## config.mk

```make
export PLATFORM = sky130hd
export DESIGN_NAME = rtc_top
export DESIGN_NICKNAME = d
export VERILOG_FILES = /design/src/rtl/rtc_pkg.sv /design/src/rtl/rtc_prescaler.sv /design/src/rtl/rtc_top.sv
export VERILOG_INCLUDE_DIRS = /design/src /design/src/rtl
export SDC_FILE = /design/constraint.sdc
export NUM_CORES = 1
export LEC_CHECK = 0
export BUFFER_PORTS_ARGS = -buffer_cell sky130_fd_sc_hd__clkbuf_2
export CAP_MARGIN = 20
export CELL_PAD_IN_SITES_DETAIL_PLACEMENT = 0
export CELL_PAD_IN_SITES_GLOBAL_PLACEMENT = 1
export CORE_MARGIN = 1.5
export CORE_UTILIZATION = 30
export DETAILED_ROUTE_END_ITERATION = 6
export MAX_ROUTING_LAYER = met4
export PLACE_DENSITY = 0.52
export SLEW_MARGIN = 25
export SYNTH_ARGS = -nofsm -noshare
export SYNTH_HDL_FRONTEND = slang
export SYNTH_SLANG_ARGS = --single-unit
```

## constraint.sdc

```tcl
create_clock -name CORE_CLK_IN -period 8.5 [get_ports CORE_CLK_IN]
set_clock_uncertainty 0.1 [all_clocks]
set_input_delay 0.425 -clock CORE_CLK_IN [delete_from_list [all_inputs] [get_ports CORE_CLK_IN]]
set_output_delay 0.425 -clock CORE_CLK_IN [all_outputs]
set_load 0.01 [all_outputs]
```

## src/rtl/rtc_defs.svh

```systemverilog
/*
  Constants of the real-time clock: register offsets, command and interrupt
  bit positions, reset values, counter limits and crystal rates.
  Assumes it is included once per file by its bare name.
*/
`ifndef RTC_DEFS_SVH
`define RTC_DEFS_SVH

// ----------------------------------------------------------------------
// Register offsets (byte addresses on the 5-bit bus)
// ----------------------------------------------------------------------
`define ADR_HUND        5'h00
`define ADR_HOUR        5'h01
`define ADR_MIN         5'h02
`define ADR_SEC         5'h03
`define ADR_MONTH       5'h04
`define ADR_DATE        5'h05
`define ADR_YEAR        5'h06
`define ADR_DOW         5'h07
`define ADR_ALARM_BASE  5'h08
`define ADR_ISTAT       5'h10
`define ADR_CMD         5'h11
`define ADR_IMASK       5'h12

// ----------------------------------------------------------------------
// Command bits
// ----------------------------------------------------------------------
`define CMD_TEST_BIT    5
`define CMD_IEN_BIT     4
`define CMD_RUN_BIT     3
`define CMD_24H_BIT     2
`define CMD_RST         8'h00

// ----------------------------------------------------------------------
// Interrupt status / mask layout
// ----------------------------------------------------------------------
`define IRQ_ALARM_BIT   0
`define IRQ_HUND_BIT    1
`define IRQ_TENTH_BIT   2
`define IRQ_SEC_BIT     3
`define IRQ_MIN_BIT     4
`define IRQ_HOUR_BIT    5
`define IRQ_DAY_BIT     6
`define STAT_ANY_BIT    7
`define IMASK_RST       8'h00
`define IRQ_SRC_W       7

// ----------------------------------------------------------------------
// Counter limits, PM offset, tick step and alarm ignore bits
// ----------------------------------------------------------------------
`define HUND_MAX        7'd99
`define HOUR_MAX        5'd23
`define MINSEC_MAX      6'd59
`define MONTH_MAX       4'd12
`define YEAR_MAX        7'd99
`define DOW_MAX         3'd6
`define HOUR_PM_OFS     5'd12
`define TICK_STEP       23'd100
`define ALARM_IGN_BIT   7
`define ALARM_HR_IGN    6

// ----------------------------------------------------------------------
// Crystal rates in Hz
// ----------------------------------------------------------------------
`define XTAL_HZ_32K     23'd32768
`define XTAL_HZ_1M      23'd1048576
`define XTAL_HZ_2M      23'd2097152
`define XTAL_HZ_4M      23'd4194304

`endif

```

## src/rtl/rtc_pkg.sv

```systemverilog
/*
  Types shared by the real-time clock modules.
  Assumes rtc_defs.svh carries all numeric constants.
*/
package rtc_pkg;

  // Crystal selection as written in command bits 1:0
  typedef enum logic [1:0] {
    XTAL_32K,
    XTAL_1M,
    XTAL_2M,
    XTAL_4M
  } xtal_sel_e;

  // Running time, binary, hours always kept 0..23
  typedef struct packed {
    logic [6:0] hund;
    logic [4:0] hour;
    logic [5:0] min;
    logic [5:0] sec;
    logic [3:0] month;
    logic [4:0] date;
    logic [6:0] year;
    logic [2:0] dow;
  } time_s;

  // Decoded command register
  typedef struct packed {
    logic      test;
    logic      ien;
    logic      run;
    logic      mode24;
    xtal_sel_e xtal;
  } cmd_s;

endpackage

```

## src/rtl/rtc_prescaler.sv

```systemverilog
/*
  Divides crystal-rate pulses down to a 100 Hz hundredths tick.
  Assumes OSC_TICK is a one-cycle pulse per crystal period, synchronous
  to the core clock and slower than it.
*/
`timescale 1ns/1ns
`include "rtc_defs.svh"

module rtc_prescaler
  import rtc_pkg::*;
(
  input  wire logic      clk_in,
  input  wire logic      nrst_in,
  input  wire logic      osc_tick_in,
  input  wire xtal_sel_e xtal_in,
  input  wire logic      run_in,
  input  wire logic      test_in,
  output logic           tick_out
);

  logic [22:0] acc_reg;
  logic [22:0] acc_sum;
  logic [22:0] xtal_hz;
  logic        wrap;

  // Crystal rate lookup
  always_comb begin
    case (xtal_in)
      XTAL_32K: xtal_hz = `XTAL_HZ_32K;
      XTAL_1M:  xtal_hz = `XTAL_HZ_1M;
      XTAL_2M:  xtal_hz = `XTAL_HZ_2M;
      XTAL_4M:  xtal_hz = `XTAL_HZ_4M;
      default:  xtal_hz = `XTAL_HZ_32K;
    endcase
  end

  // Fractional divider: 32768 is no multiple of 100, so accumulate instead
  assign acc_sum = acc_reg + `TICK_STEP;
  assign wrap    = acc_sum >= xtal_hz;

  // Accumulator cleared while stopped so a restart begins a whole period
  always_ff @(posedge clk_in or negedge nrst_in) begin
    if (!nrst_in) begin
      acc_reg <= 23'h000000;
    end else if (!run_in) begin
      acc_reg <= 23'h000000;
    end else if (osc_tick_in) begin
      acc_reg <= wrap ? acc_sum - xtal_hz : acc_sum;
    end
  end

  // Test mode bypasses the divider to step counters per crystal pulse
  always_ff @(posedge clk_in or negedge nrst_in) begin
    if (!nrst_in) begin
      tick_out <= 1'b0;
    end else begin
      tick_out <= run_in && osc_tick_in && (test_in || wrap);
    end
  end

endmodule

```

## src/rtl/rtc_top.sv

```systemverilog
/*
  Real-time clock with calendar, alarm and periodic interrupts, reached
  as an 8-bit classic Wishbone slave with an optional address latch.
  Assumes all inputs are synchronous to CORE_CLK_IN and OSC_TICK_IN is a
  one-cycle pulse per crystal period.
*/
`timescale 1ns/1ns
`include "rtc_defs.svh"

// Contract
// - 8-bit data, driven only on reads
// - Eight counters, each host writable and readable
// - Hundredths resolution, years 0 to 99
// - Counters stepped by divided crystal pulses
// - Address latch strobe plus direct addressing
// - Six selectable periodic interrupt rates
// - 51-bit alarm store, compare raises alarm
// - Status register shows alarm or periodic source
// - Power loss blocks access, timekeeping continues
// - Hundredths read latches all counters
// - Selectable 12 or 24 hour presentation
// - Calendar with leap-year February
// - Write-only command register with mode bits
// - Command bits 1:0 select crystal rate
// - Counter map from 00h, 12h PM flag
module rtc_top
  import rtc_pkg::*;
(
  input  wire logic       CORE_CLK_IN,
  input  wire logic       NRST_IN,
  input  wire logic       WB_CYC_IN,
  input  wire logic       WB_STB_IN,
  input  wire logic       WB_WE_IN,
  input  wire logic [4:0] WB_ADR_IN,
  input  wire logic [0:0] WB_SEL_IN,
  input  wire logic [7:0] WB_DAT_IN,
  output logic      [7:0] WB_DAT_OUT,
  output logic            WB_ACK_OUT,
  input  wire logic       ADDR_LATCH_IN,
  input  wire logic       OSC_TICK_IN,
  input  wire logic       PWR_FAIL_IN,
  output logic            IRQ_OUT,
  output logic            IRQ_ALARM_OUT
);

  // ----------------------------------------------------------------------
  // Declarations
  // ----------------------------------------------------------------------
  time_s       time_reg;
  time_s       time_next;
  time_s       hold_reg;
  cmd_s        cmd_reg;
  logic [7:0]  imask_reg;
  logic [6:0]  istat_reg;
  logic [6:0]  irq_ev;
  logic [4:0]  adr_latch_reg;
  logic [4:0]  adr_eff;
  logic        ack_reg;
  logic        req;
  logic        acc_ok;
  logic        wr_en;
  logic        rd_en;
  logic [7:0]  rd_data;
  logic        tick;
  logic        adv_reg;
  logic        alarm_hit;
  logic [6:0]  alarm_val_reg [8];
  logic [7:0]  alarm_ign_reg;
  logic [6:0]  time_fld [8];
  logic [7:0]  fld_eq;
  logic [4:0]  hour_wr;
  logic [4:0]  date_max;
  logic        c_sec;
  logic        c_min;
  logic        c_hour;
  logic        c_day;
  logic        c_month;
  logic        c_year;

  // Width of each alarm field: hund, hour, min, sec, month, date, year, dow
  localparam logic [6:0] FLD_MASK [8] = '{7'h7F, 7'h1F, 7'h3F, 7'h3F,
                                          7'h0F, 7'h1F, 7'h7F, 7'h07};

  // ----------------------------------------------------------------------
  // Helper functions
  // ----------------------------------------------------------------------
  // Internal 0..23 hour to host format; 12h gives 1..12 with bit 7 as PM
  function automatic logic [7:0] hour_fmt(input logic [4:0] h, input logic m24);
    logic [4:0] h12;
    h12 = (h > `HOUR_PM_OFS) ? h - `HOUR_PM_OFS : h;
    if (h == 5'd0) begin
      h12 = `HOUR_PM_OFS;
    end
    return m24 ? {3'b000, h} : {(h >= `HOUR_PM_OFS), 2'b00, h12};
  endfunction

  // Host hour byte back to internal 0..23
  function automatic logic [4:0] hour_parse(input logic [7:0] d, input logic m24);
    logic [4:0] h;
    h = (d[4:0] == `HOUR_PM_OFS) ? 5'd0 : d[4:0];
    return m24 ? d[4:0] : (d[7] ? h + `HOUR_PM_OFS : h);
  endfunction

  // Days in a month; two-digit years divisible by four are leap years
  function automatic logic [4:0] month_days(input logic [3:0] mo, input logic [6:0] yr);
    case (mo)
      4'd2:                      return (yr[1:0] == 2'b00) ? 5'd29 : 5'd28;
      4'd4, 4'd6, 4'd9, 4'd11:   return 5'd30;
      default:                   return 5'd31;
    endcase
  endfunction

  // ----------------------------------------------------------------------
  // Bus front end
  // ----------------------------------------------------------------------
  // Latch strobe high passes the address; low holds the last one latched
  always_ff @(posedge CORE_CLK_IN or negedge NRST_IN) begin
    if (!NRST_IN) begin
      adr_latch_reg <= 5'h00;
    end else if (ADDR_LATCH_IN) begin
      adr_latch_reg <= WB_ADR_IN;
    end
  end

  assign adr_eff = ADDR_LATCH_IN ? WB_ADR_IN : adr_latch_reg;
  assign req     = WB_CYC_IN && WB_STB_IN && !ack_reg;
  // Power loss still acks so the master never hangs, but nothing happens
  assign acc_ok  = req && !PWR_FAIL_IN;
  // Writes land at the edge where the master sees ack, its data still held
  assign wr_en   = WB_CYC_IN && WB_STB_IN && ack_reg && !PWR_FAIL_IN && WB_WE_IN && WB_SEL_IN[0];
  assign rd_en   = acc_ok && !WB_WE_IN;
  assign hour_wr = hour_parse(WB_DAT_IN, cmd_reg.mode24);

  // One-cycle ack, dropped the cycle after
  always_ff @(posedge CORE_CLK_IN or negedge NRST_IN) begin
    if (!NRST_IN) begin
      ack_reg <= 1'b0;
    end else begin
      ack_reg <= req;
    end
  end

  assign WB_ACK_OUT = ack_reg;

  // ----------------------------------------------------------------------
  // Read path
  // ----------------------------------------------------------------------
  // Counters above hundredths come from the snapshot to avoid roll-over
  always_comb begin
    rd_data = 8'h00;
    if (adr_eff >= `ADR_ALARM_BASE && adr_eff < `ADR_ISTAT) begin
      rd_data = {alarm_ign_reg[adr_eff[2:0]], alarm_val_reg[adr_eff[2:0]]};
    end else begin
      case (adr_eff)
        `ADR_HUND:  rd_data = {1'b0, time_reg.hund};
        `ADR_HOUR:  rd_data = hour_fmt(hold_reg.hour, cmd_reg.mode24);
        `ADR_MIN:   rd_data = {2'b00, hold_reg.min};
        `ADR_SEC:   rd_data = {2'b00, hold_reg.sec};
        `ADR_MONTH: rd_data = {4'h0, hold_reg.month};
        `ADR_DATE:  rd_data = {3'b000, hold_reg.date};
        `ADR_YEAR:  rd_data = {1'b0, hold_reg.year};
        `ADR_DOW:   rd_data = {5'h00, hold_reg.dow};
        `ADR_ISTAT: rd_data = {(|istat_reg), istat_reg};
        `ADR_IMASK: rd_data = imask_reg;
        default:    rd_data = 8'h00; // Command register is write-only
      endcase
    end
  end

  // Data leaves only with the read ack; zero otherwise
  always_ff @(posedge CORE_CLK_IN or negedge NRST_IN) begin
    if (!NRST_IN) begin
      WB_DAT_OUT <= 8'h00;
    end else begin
      WB_DAT_OUT <= rd_en ? rd_data : 8'h00;
    end
  end

  // Reading hundredths freezes every counter above hundredths for the following reads
  always_ff @(posedge CORE_CLK_IN or negedge NRST_IN) begin
    if (!NRST_IN) begin
      hold_reg <= '0;
    end else if (rd_en && adr_eff == `ADR_HUND) begin
      hold_reg <= time_reg;
    end
  end

  // ----------------------------------------------------------------------
  // Control registers
  // ----------------------------------------------------------------------
  // Command register, write-only
  always_ff @(posedge CORE_CLK_IN or negedge NRST_IN) begin
    if (!NRST_IN) begin
      cmd_reg <= cmd_s'(`CMD_RST);
    end else if (wr_en && adr_eff == `ADR_CMD) begin
      cmd_reg.test   <= WB_DAT_IN[`CMD_TEST_BIT];
      cmd_reg.ien    <= WB_DAT_IN[`CMD_IEN_BIT];
      cmd_reg.run    <= WB_DAT_IN[`CMD_RUN_BIT];
      cmd_reg.mode24 <= WB_DAT_IN[`CMD_24H_BIT];
      cmd_reg.xtal   <= xtal_sel_e'(WB_DAT_IN[1:0]);
    end
  end

  // Mask also picks which periodic rates may interrupt
  always_ff @(posedge CORE_CLK_IN or negedge NRST_IN) begin
    if (!NRST_IN) begin
      imask_reg <= `IMASK_RST;
    end else if (wr_en && adr_eff == `ADR_IMASK) begin
      imask_reg <= {1'b0, WB_DAT_IN[`IRQ_SRC_W-1:0]};
    end
  end

  // ----------------------------------------------------------------------
  // Crystal divider
  // ----------------------------------------------------------------------
  rtc_prescaler u_prescaler (
    .clk_in      (CORE_CLK_IN),
    .nrst_in     (NRST_IN),
    .osc_tick_in (OSC_TICK_IN),
    .xtal_in     (cmd_reg.xtal),
    .run_in      (cmd_reg.run),
    .test_in     (cmd_reg.test),
    .tick_out    (tick)
  );

  // ----------------------------------------------------------------------
  // Counter chain
  // ----------------------------------------------------------------------
  assign date_max = month_days(time_reg.month, time_reg.year);
  assign c_sec    = tick && time_reg.hund == `HUND_MAX;
  assign c_min    = c_sec && time_reg.sec == `MINSEC_MAX;
  assign c_hour   = c_min && time_reg.min == `MINSEC_MAX;
  assign c_day    = c_hour && time_reg.hour == `HOUR_MAX;
  assign c_month  = c_day && time_reg.date >= date_max;
  assign c_year   = c_month && time_reg.month == `MONTH_MAX;

  // Each field wraps and carries into the next; no tick while stopped
  always_comb begin
    time_next = time_reg;
    if (tick) begin
      time_next.hund = c_sec ? 7'd0 : time_reg.hund + 7'd1;
    end
    if (c_sec) begin
      time_next.sec = (time_reg.sec == `MINSEC_MAX) ? 6'd0 : time_reg.sec + 6'd1;
    end
    if (c_min) begin
      time_next.min = (time_reg.min == `MINSEC_MAX) ? 6'd0 : time_reg.min + 6'd1;
    end
    if (c_hour) begin
      time_next.hour = (time_reg.hour == `HOUR_MAX) ? 5'd0 : time_reg.hour + 5'd1;
    end
    if (c_day) begin
      time_next.dow  = (time_reg.dow == `DOW_MAX) ? 3'd0 : time_reg.dow + 3'd1;
      time_next.date = c_month ? 5'd1 : time_reg.date + 5'd1;
    end
    if (c_month) begin
      time_next.month = c_year ? 4'd1 : time_reg.month + 4'd1;
    end
    if (c_year) begin
      time_next.year = (time_reg.year == `YEAR_MAX) ? 7'd0 : time_reg.year + 7'd1;
    end
  end

  // Host write to a counter wins over the carry into that field
  always_ff @(posedge CORE_CLK_IN or negedge NRST_IN) begin
    if (!NRST_IN) begin
      time_reg       <= '0;
      time_reg.month <= 4'd1;
      time_reg.date  <= 5'd1;
    end else begin
      time_reg <= time_next;
      if (wr_en) begin
        case (adr_eff)
          `ADR_HUND:  time_reg.hund  <= WB_DAT_IN[6:0];
          `ADR_HOUR:  time_reg.hour  <= hour_wr;
          `ADR_MIN:   time_reg.min   <= WB_DAT_IN[5:0];
          `ADR_SEC:   time_reg.sec   <= WB_DAT_IN[5:0];
          `ADR_MONTH: time_reg.month <= WB_DAT_IN[3:0];
          `ADR_DATE:  time_reg.date  <= WB_DAT_IN[4:0];
          `ADR_YEAR:  time_reg.year  <= WB_DAT_IN[6:0];
          `ADR_DOW:   time_reg.dow   <= WB_DAT_IN[2:0];
          default:    ;
        endcase
      end
    end
  end

  // ----------------------------------------------------------------------
  // Alarm store and comparator
  // ----------------------------------------------------------------------
  assign time_fld[0] = time_reg.hund;
  assign time_fld[1] = {2'b00, time_reg.hour};
  assign time_fld[2] = {1'b0, time_reg.min};
  assign time_fld[3] = {1'b0, time_reg.sec};
  assign time_fld[4] = {3'b000, time_reg.month};
  assign time_fld[5] = {2'b00, time_reg.date};
  assign time_fld[6] = time_reg.year;
  assign time_fld[7] = {4'h0, time_reg.dow};

  // Per field: value bits of its width plus an ignore bit, 51 bits in all
  for (genvar i = 0; i < 8; i++) begin : g_alarm
    always_ff @(posedge CORE_CLK_IN or negedge NRST_IN) begin
      if (!NRST_IN) begin
        alarm_val_reg[i] <= 7'h00;
        alarm_ign_reg[i] <= 1'b0;
      end else if (wr_en && adr_eff == (`ADR_ALARM_BASE + 5'(i))) begin
        if (i == 1) begin
          // Hours keep bit 7 for PM, so the ignore flag moves to bit 6
          alarm_val_reg[i] <= {2'b00, hour_wr};
          alarm_ign_reg[i] <= WB_DAT_IN[`ALARM_HR_IGN];
        end else begin
          alarm_val_reg[i] <= WB_DAT_IN[6:0] & FLD_MASK[i];
          alarm_ign_reg[i] <= WB_DAT_IN[`ALARM_IGN_BIT];
        end
      end
    end
    assign fld_eq[i] = alarm_ign_reg[i] || (alarm_val_reg[i] == time_fld[i]);
  end

  // Compare one cycle after the counters moved, so one hit per new time
  always_ff @(posedge CORE_CLK_IN or negedge NRST_IN) begin
    if (!NRST_IN) begin
      adv_reg   <= 1'b0;
    end else begin
      adv_reg   <= tick;
    end
  end

  assign alarm_hit = adv_reg && (&fld_eq);

  // ----------------------------------------------------------------------
  // Interrupt status
  // ----------------------------------------------------------------------
  assign irq_ev[`IRQ_ALARM_BIT] = alarm_hit;
  assign irq_ev[`IRQ_HUND_BIT]  = tick;
  assign irq_ev[`IRQ_TENTH_BIT] = tick && (time_reg.hund % 7'd10 == 7'd9);
  assign irq_ev[`IRQ_SEC_BIT]   = c_sec;
  assign irq_ev[`IRQ_MIN_BIT]   = c_min;
  assign irq_ev[`IRQ_HOUR_BIT]  = c_hour;
  assign irq_ev[`IRQ_DAY_BIT]   = c_day;

  // Sticky, write one to clear; a new event in the clear cycle survives
  always_ff @(posedge CORE_CLK_IN or negedge NRST_IN) begin
    if (!NRST_IN) begin
      istat_reg <= 7'h00;
    end else if (wr_en && adr_eff == `ADR_ISTAT) begin
      istat_reg <= (istat_reg & ~WB_DAT_IN[6:0]) | irq_ev;
    end else begin
      istat_reg <= istat_reg | irq_ev;
    end
  end

  // Level outputs; the global enable gates everything
  always_ff @(posedge CORE_CLK_IN or negedge NRST_IN) begin
    if (!NRST_IN) begin
      IRQ_OUT       <= 1'b0;
      IRQ_ALARM_OUT <= 1'b0;
    end else begin
      IRQ_OUT       <= cmd_reg.ien && |(istat_reg & imask_reg[6:0]);
      IRQ_ALARM_OUT <= cmd_reg.ien && istat_reg[`IRQ_ALARM_BIT]
                       && imask_reg[`IRQ_ALARM_BIT];
    end
  end

endmodule

```

Word level (Yosys, flattened, before mapping):

Index checks and enable logic that the tools add are counted.

* input bits: 22
* output and inout bits: 11
* flip-flop bits (word level): 191

* $lt $le $gt $ge: 8
* $add $sub $neg: 12
* reductions and logical operators: 54
* mux-type cells: 47
* bitwise logic cells: 6
* div/mod/pow operators: 1
* equal/unequal tests: 44

Operators with widths (count)
* 23-bit case mux with 4 select lines: 1
* 8-bit case mux with 10 select lines: 1
* 23-bit 2-to-1 mux: 3
* 7-bit 2-to-1 mux: 9
* 5-bit 2-to-1 mux: 12
* 5-bit by 4-bit == test with 1-bit output, second input constant: 9
* 43-bit 2-to-1 mux: 1
* 6-bit 2-to-1 mux: 6
* 1-bit logical AND: 34
* 8-bit 2-to-1 mux: 3
* 23-bit by 7-bit adder with 23-bit output, second input constant: 1
* 23-bit >= comparator: 1
* 23-bit subtractor: 1
* 7-bit binary-select mux with 3-bit select: 1
* 5-bit by 3-bit == test with 1-bit output, second input constant: 4
* 5-bit == test, second input constant: 4
* 7-bit by 1-bit adder with 7-bit output, second input constant: 2
* 7-bit AND: 2
* 7-bit == test: 2
* 7-bit == test, second input constant: 2
* 7-bit OR: 2
* 7-bit OR reduction: 2
* 6-bit by 1-bit adder with 6-bit output, second input constant: 2
* 4-bit == test, second input constant: 3
* 39 further kinds: 64

Logic depth before layout (Yosys ltp):

Gate-level depths: netlist of the first run.

* depth in word-level cells: 11
* gate-level depth with buffers: 16

Cells and area by module:

From an unflattened synthesis of the first run, not the netlist that was laid out.

* cell total of the unflattened synthesis: 1113
* area, all modules: 11343.4 sq um

By module, submodules not included
* rtc_top: times used 1, cells an instance 911, area an instance 9526.6 sq um
* rtc_prescaler: times used 1, cells an instance 202, area an instance 1816.7 sq um

Least setup slack after synthesis of the first run:

OpenSTA, ideal clock, no wires.

* path kind: flip-flop to flip-flop
* start: register u_prescaler.acc_reg[7]
* end: register u_prescaler.acc_reg[17]
* slack: 4.454 ns
* arrival: 3.827 ns
* required time: 8.281 ns
* cell stages (with the launch flop): 16
* path through: dfrtp_1 > buf_2 > nand4_1 > nor3_1 > and2_0 > nand3_1 > xnor2_1 > ha_1 > nand4_1 > nor3_1 > o211ai_1 > or4_1 > o211a_4 > or4_4 > and3_1 > o21a_1

* longest elaborated chain between the ends: 5
* elaborated cells between the ends (all ways): 6
* those cells by class: add/sub: 2; order compare: 1; mux: 3

RTL lines
* from (decl): RTL line rtc_prescaler.sv:21 `logic [22:0] acc_reg;`
* from (signal assigned): RTL line rtc_prescaler.sv:48 `acc_reg <= wrap ? acc_sum - xtal_hz : acc_sum;`
* 23-bit by 7-bit adder with 23-bit output (no source line) *
* 23-bit subtractor / 23-bit >= comparator (equally long branches): RTL line rtc_prescaler.sv:48, rtc_prescaler.sv:39
* 23-bit 2-to-1 mux *: RTL line rtc_prescaler.sv:48
* 23-bit 2-to-1 mux *: RTL line rtc_prescaler.sv:47 `end else if (osc_tick_in) begin`
* 23-bit 2-to-1 mux *: RTL line rtc_prescaler.sv:45 `end else if (!run_in) begin`

Mark *: on every way between the ends. The rest lies on a longest branch, timed or not. The select of a mux whose other input is x is not followed.
A chain may end at the register's enable or synchronous reset.

Final worst setup path of the first run:

Ends and elaborated chain as after synthesis.

==> flow_summary.toml, run 1 <==
[clock_network]
hold_buffers = 1
tritoncts = "built"
root_buffer = "clkbuf_16"
cts_buffer_depth = 2
cts_num_sinks = 189
cts.clk_slew.worst_paths_ps = 70
cts_setup_buffers = 0
clkLatencyLatePin_ps = 450
numCtsBuffers = 17
post_cts_resized = 0
h-tree-depth = 4

[synth]
synth_top_family_by_area = "simple AND/OR/NAND/NOR gates"
yosysSeqAreaShare_pct = 44.08
yosys.area_share.xor_xnor_pct = 6.691
synth_compound_area_share_pct = 15.63
synthCells = 1124
syn_avg_cell_area_sq_um = 9.550
synth.most_common_cell = "dfrtp_1"
async_flop_share_pct = 100.0
ys_ff_latch = 189
netlist_top_cells_area = "dfrtp_1 (44%), mux2_2 (8.3%), nand2_1 (5.1%)"
synth_top_area_share_pct = 43.59
ys_warn_count = 0
yosys.area_share.simple_pct = 17.50
yosysTopAreaCell = "dfrtp_1"
synth_edf_count = 0
synth_cell_type_count = 72
synthAdderAreaFrac_pct = 2.914
syn_nets = 1171
synth_area_sq_um = 10730
muxShareOfSynthArea_pct = 9.593
synth_flop_cell = "dfrtp_1"
synthTopCellsByCount = "dfrtp_1 (187), nand2_1 (145), mux2_2 (79), nor2_1 (65), o21ai_0 (63)"

[place]
routabilityCongestion = 0.8251
placed_area_sq_um = 11340
numPortBuffers = 32
hpwl_um = 25470

[timing]
drv_slew = 0
setup_tns_ps = 0
whs_ps = 126.4
relSlewSlack_pct = 37.08
fin_crit_sh_pct = 55.65
setup_viol = 0
rsz0062_at_grt = "no"
max_freq_mhz = 211.4
tightest_slew_ps = 940.4
period_minus_slack_ps = 4730
finalHoldViolCount = 0

[pwr]
peakVddDrop_mv = 0.1466
power.total_w = 0.002043
p_per_area_nw_per_um2 = 170.2
p_leak_nw = 5.106

[global_routing]
antenna_found_initial = 0
grt_pass1_wl_um = 55880
grt_max_degree = 92
grt_pass1_vias = 8444
overflow = 0
groute.usage.overall_pct = 21.17

[worst_setup_path]
arrival_ps = 4960
path_cells = "nand4_1 > nor3_1 > and2_0 > nand3_1 > xnor2_1 > ha_1 > nand4_1 > nor3_1 > o211ai_1 > or4_1 > o211a_4 > or4_4 > and3_1 > o21a_1"
endpoint_kind = "flop"
slowest_delay_ps = 590
required_ps = 8730
crit_fanout = 17
crit_type = "reg2reg"
crit_family = "simple AND/OR/NAND/NOR gates"
reg2reg_from = "u_prescaler.acc_reg[7]"
worstSetupStartpoint = "u_prescaler.acc_reg[7]"
slowest_stage = "nor3_1"
critPathBufInv = 0
start_kind = "flop"

[drt]
wl_per_cell_um = 22.69
drtIter0Drc = 773
avgViaCountPerCell = 5.428
vias = 8684
dr.pass1.iters = 5
drcViolationCount = 0
routed_wl_um = 36300
ant_nets = 0

[finish]
final_core_util_pct = 33.92
seq_area_sq_um = 4732
stdcell_area_sq_um = 12010
final_nets = 1173
area_growth_pct = 11.85
multi_input_area_sq_um = 5643
drive_above_1_share_pct = 15.19
n_antenna_cell = 0
fill_cells = 3682

[hold_path]
min_path_type = "in2reg"
holdCritStartpoint = "WB_STB_IN"

[status]
status = "finished clean"

[floorplan]
dieHeight_um = 192.2
start_util_pct = 30.33
die_w_um = 192.2
pin_count = 33
core_sq_um = 35400
num_rows = 69
dieArea_sq_um = 36920

[flow_run]
timing.max_cap.violations = 0
-- final timing paths --
| kind | end | slack [ps] | depth (start not counted) |
|---|---|---|---|
| setup reg to reg | u_prescaler.acc_reg[17] | 3770 | 14 |
| setup / recovery | u_prescaler.acc_reg[17] | 3770 | 14 |
| max in group asynchronous | time_fld[8] | 6530 | 3 |
| hold reg to reg | WB_ACK_OUT | 390 | 1 |
| min in group asynchronous | time_fld[50] | 500 | 2 |
| hold / removal | WB_ACK_OUT | 130 | 3 |
-- worst min-delay path: stages --
cell	delay, ps
clkbuf_2	80
nand2_1	70
nor2_1	50
-- per-layer routing --
layer | part of all wire [%] | track usage (%)
met3 | 4.0 | 3.289
met5 | 0 | -
met2 | 45 | 31.42
met1 | 50 | 29.95
met4 | 1.6 | 5.367
-- power breakdown --
group          total, W  switching, W  internal [W]
clock          0.000911      0.000379      0.000532
combinational  0.000177      0.000121     0.0000555
sequential     0.000956     0.0000353      0.000921
-- cell families after synthesis --
kind of cell / count (synthesis)
simple gates: 390
buf+inv: 96
mux: 93
xor+xnor: 82
fa+ha+maj: 25
compound gates: 249
flops: 189
-- cell type report --
| type | instances | share of cell area (%) |
|---|---|---|
| well taps | 461 | 4.804 |
| clock buffers | 18 | 3.658 |
| clock inverters | 14 | 1.792 |
| inverters | 33 | 1.032 |
| multi-input cells | 839 | 47.00 |
| repair buffers | 46 | 2.303 |
| flip-flops and latches | 189 | 39.41 |
-- cells in the final DEF (no fill, tap or decap), types with 14 or more instances in the layout --
cell and count:
dfrtp_1 187, xnor2_1 40, mux2i_1 14, clkbuf_2 31
and2_1 17, a31oi_1 26, nand4_1 24, xor2_1 42
o21ai_0 63, ha_1 25, nor2_1 65, a21oi_1 48
clkbuf_16 17, mux2_2 79, and3_1 14, nand2_1 145
nor3_1 32, nand3_1 32, inv_1 28
-- per-stage QoR --
step,worst slack [ps],instances
6_report,3770,1600
5_1_grt,3290,1600
4_1_cts,3689,1600
3_5_place_dp,3728,1567
3_3_place_gp,3750,1567
2_1_floorplan,4454,1124
Note: power is estimated with default switching activity, not from simulation.
==> run 2, diff against run 1 <==
- ABC_AREA: default -> 1
- PLACE_DENSITY: 0.52 -> 0.56
- clock period: 8.5 -> 4.3 ns (I/O delays scaled with it)
==> run 2 against run 1 <==
First-iteration DRC count shrank 6.0%; wire length is 1.1% higher; setup slack got worse by 2800 ps; design area grew 1.1%; hold slack lost 110 ps; clock-buffer cell count rose by 1; sequential share of layout area is 0.45 points lower; non-clock buffer count is 3 higher; critical endpoint unchanged; largest cell class unchanged; largest power group unchanged.
==> flow_summary.toml, run 2 <==
[drt]
ant_nets = 0
wl_per_cell_um = 19.42
vias = 9471
routed_wl_um = 36720
dr.pass1.iters = 6
drcViolationCount = 0
avgViaCountPerCell = 5.008
drtIter0Drc = 727

[worst_setup_path]
slowest_stage = "dfrtp_1"
endpoint_kind = "flop"
crit_fanout = 14
crit_type = "reg2reg"
start_kind = "flop"
r2r_end = "u_prescaler.acc_reg[17]"
crit_family = "simple AND/OR/NAND/NOR gates"
path_cells = "ha_1 > nand2_1 > nand2_1 > nand3_1 > nor4_1 > nand4_1 > xor2_1 > inv_1 > ha_1 > nand2_1 > inv_1 > nand3_1 > nor2_2 > nor2_4 > nand2_2 > nand3_1 > nand3_1 > nand2_1"
setup.reg_to_reg.worst_slack_ps = 980
arrival_ps = 3570
critPathBufInv = 2
reg2reg_depth = 18
slowest_delay_ps = 430
required_ps = 4550
reg2reg_from = "u_prescaler.acc_reg[2]"

[timing]
rsz0062_at_grt = "no"
period_minus_slack_ps = 3325
whs_ps = 14.41
tightest_slew_ps = 959.4
max_freq_mhz = 300.8
fin_crit_sh_pct = 77.32
finalHoldViolCount = 0
setup_tns_ps = 0
setup_viol = 0
relSlewSlack_pct = 35.97
drv_slew = 0

[finish]
area_growth_pct = 12.29
drive_above_1_share_pct = 9.860
final_common_cell = "nand2_1"
layout_common_cells = "nand2_1 (340), dfrtp_1 (187), o21ai_0 (176)"
n_antenna_cell = 0
final_nets = 1465

[synth]
synthAdderAreaFrac_pct = 2.892
synth_cell_type_count = 57
yosys.area_share.xor_xnor_pct = 3.887
muxShareOfSynthArea_pct = 0.4165
synthCells = 1384
async_flop_share_pct = 100.0
synth_top_family_by_area = "simple AND/OR/NAND/NOR gates"
synth_compound_area_share_pct = 15.94
yosysSeqAreaShare_pct = 43.75
synth_edf_count = 0
ys_warn_count = 0
ys_ff_latch = 189
syn_avg_cell_area_sq_um = 7.815
synth_area_sq_um = 10820
yosys.area_share.simple_pct = 25.80
synth_flop_cell = "dfrtp_1"
synth.most_common_cell = "nand2_1"
synth_top_area_share_pct = 43.27
yosysTopAreaCell = "dfrtp_1"
syn_nets = 1431
synthTopCellsByCount = "nand2_1 (340), dfrtp_1 (187), o21ai_0 (176), inv_1 (152), nor2_1 (91)"
netlist_top_cells_area = "dfrtp_1 (43%), nand2_1 (12%), o21ai_0 (8.1%)"

[pwr]
switching_share_pct = 26.94
peakVddDrop_mv = 0.2720
clockPowerShare_pct = 44.1
p_per_area_nw_per_um2 = 312.2
p_comb_share_pct = 7.8
p_leak_nw = 5.592
p_switching_w = 0.001021
seq_power_share_pct = 48.1
internal_power_w = 0.002770

[global_routing]
grt_pass1_vias = 9175
overflow = 0
grt_max_degree = 100
groute.usage.overall_pct = 21.44
antenna_found_initial = 1
grt_pass1_wl_um = 57430

[clock_network]
clkLatencyLatePin_ps = 460
h-tree-depth = 4
tritoncts = "built"
cts_num_sinks = 189
hold_buffers = 5
cts_setup_buffers = 0
numCtsBuffers = 17
root_buffer = "clkbuf_16"
cts_buffer_depth = 2
cts.clk_slew.worst_paths_ps = 80
post_cts_resized = 0

[floorplan]
pin_count = 33
dieHeight_um = 192.9
dieArea_sq_um = 37200
core_sq_um = 35570
start_util_pct = 30.41
die_w_um = 192.9
num_rows = 69

[place]
hpwl_um = 27080
routabilityCongestion = 0.8621
numPortBuffers = 32

[hold_path]
min_path_type = "in2reg"
holdCritStartpoint = "PWR_FAIL_IN"
holdPathStages = 4
worstHoldEndpoint = "time_fld[13]"

[flow_run]
timing.max_cap.violations = 0

[status]
status = "finished clean"
==> run 2: cell types whose count changed in the layout (fill, tap and decap cells not counted), sizes merged, moves of 19 or more <==
cell / previous run / this run
xnor2: 40 / 16
a31oi: 26 / 4
nand2: 145 / 358
mux2: 79 / 4
o21ai: 63 / 191
nor2: 65 / 104
o22ai: 4 / 33
nand3: 32 / 81
a21oi: 48 / 29
inv: 32 / 164
==> run 2: tightest hold or removal path: cells and delay by family <==
| family | cells | cell delay [ps] |
|---|---|---|
| buffers and inverters | 1 | 120 |
| and+or+nand+nor | 3 | 200 |
==> run 2: how the worst max path moves through the flow <==
stage | startpoint | depth (start not counted) | endpoint | slack (ps)
3_3_place_gp | u_prescaler.acc_reg[2] | 18 | u_prescaler.acc_reg[19] | 1030
4_1_cts | u_prescaler.acc_reg[2] | 18 | u_prescaler.acc_reg[17] | 960
6_report | u_prescaler.acc_reg[2] | 18 | u_prescaler.acc_reg[17] | 980
5_1_grt | u_prescaler.acc_reg[2] | 19 | u_prescaler.acc_reg[19] | 540
2_1_floorplan | u_prescaler.acc_reg[2] | 19 | u_prescaler.acc_reg[19] | 1440
3_5_place_dp | u_prescaler.acc_reg[2] | 18 | u_prescaler.acc_reg[19] | 950
==> run 2: cell families (layout without fill, tap and decap cells) <==
| logic type | Yosys count | count (layout) |
|---|---|---|
| flip-flops | 189 | 189 |
| adder cells (fa/ha/maj) | 25 | 25 |
| multiplexers | 4 | 4 |
| XOR/XNOR | 48 | 48 |
| AND/OR/NAND/NOR | 618 | 618 |
| AO/OA/AOI/OAI | 301 | 301 |
| buffers and inverters | 199 | 245 |
==> run 2: layout make-up <==
type | instances | area (sq um)
Fill cell | 3837 | 23430
Multi-Input combinational cell | 996 | 5308
Timing Repair Buffer | 49 | 309.0
Clock buffer | 19 | 452.9
Sequential cell | 189 | 4732
Inverter | 165 | 626.9
Clock inverter | 12 | 138.9
Tap cell | 461 | 576.8
==> run 2: power groups by stage <==
stage                     clock (W)  combinational, W  sequential (W)
after floorplan                   0          0.000156         0.00185
after global placement            0          0.000297         0.00186
after detailed placement          0          0.000297         0.00186
after CTS                   0.00171          0.000301         0.00182
after global routing        0.00177          0.000333         0.00183
final                       0.00167          0.000298         0.00182
==> run 2: routing by layer <==
layer / track usage, % / up-vias / share of wire [%]
li1: - / 4692 / -
met1: 30.76 / 4565 / 51
met2: 31.62 / 187 / 44
met3: 3.091 / 27 / 3.7
met4: 5.069 / 0 / 1.6
met5: - / - / 0
==> run 2: per-stage QoR <==
step	util [%]	cells	power [W]	worst slack, ps	cell area [sq um]
after detailed placement	32.34	1855	0.002155	954.2	11500
after CTS	34.14	1891	0.003831	955.2	12140
after floorplan	-	1384	0.002006	1445	10820
after global placement	32.31	1855	0.002155	1034	11490
final	34.14	1891	0.003791	975.2	12140
after global routing	34.14	1891	0.003933	543.7	12140
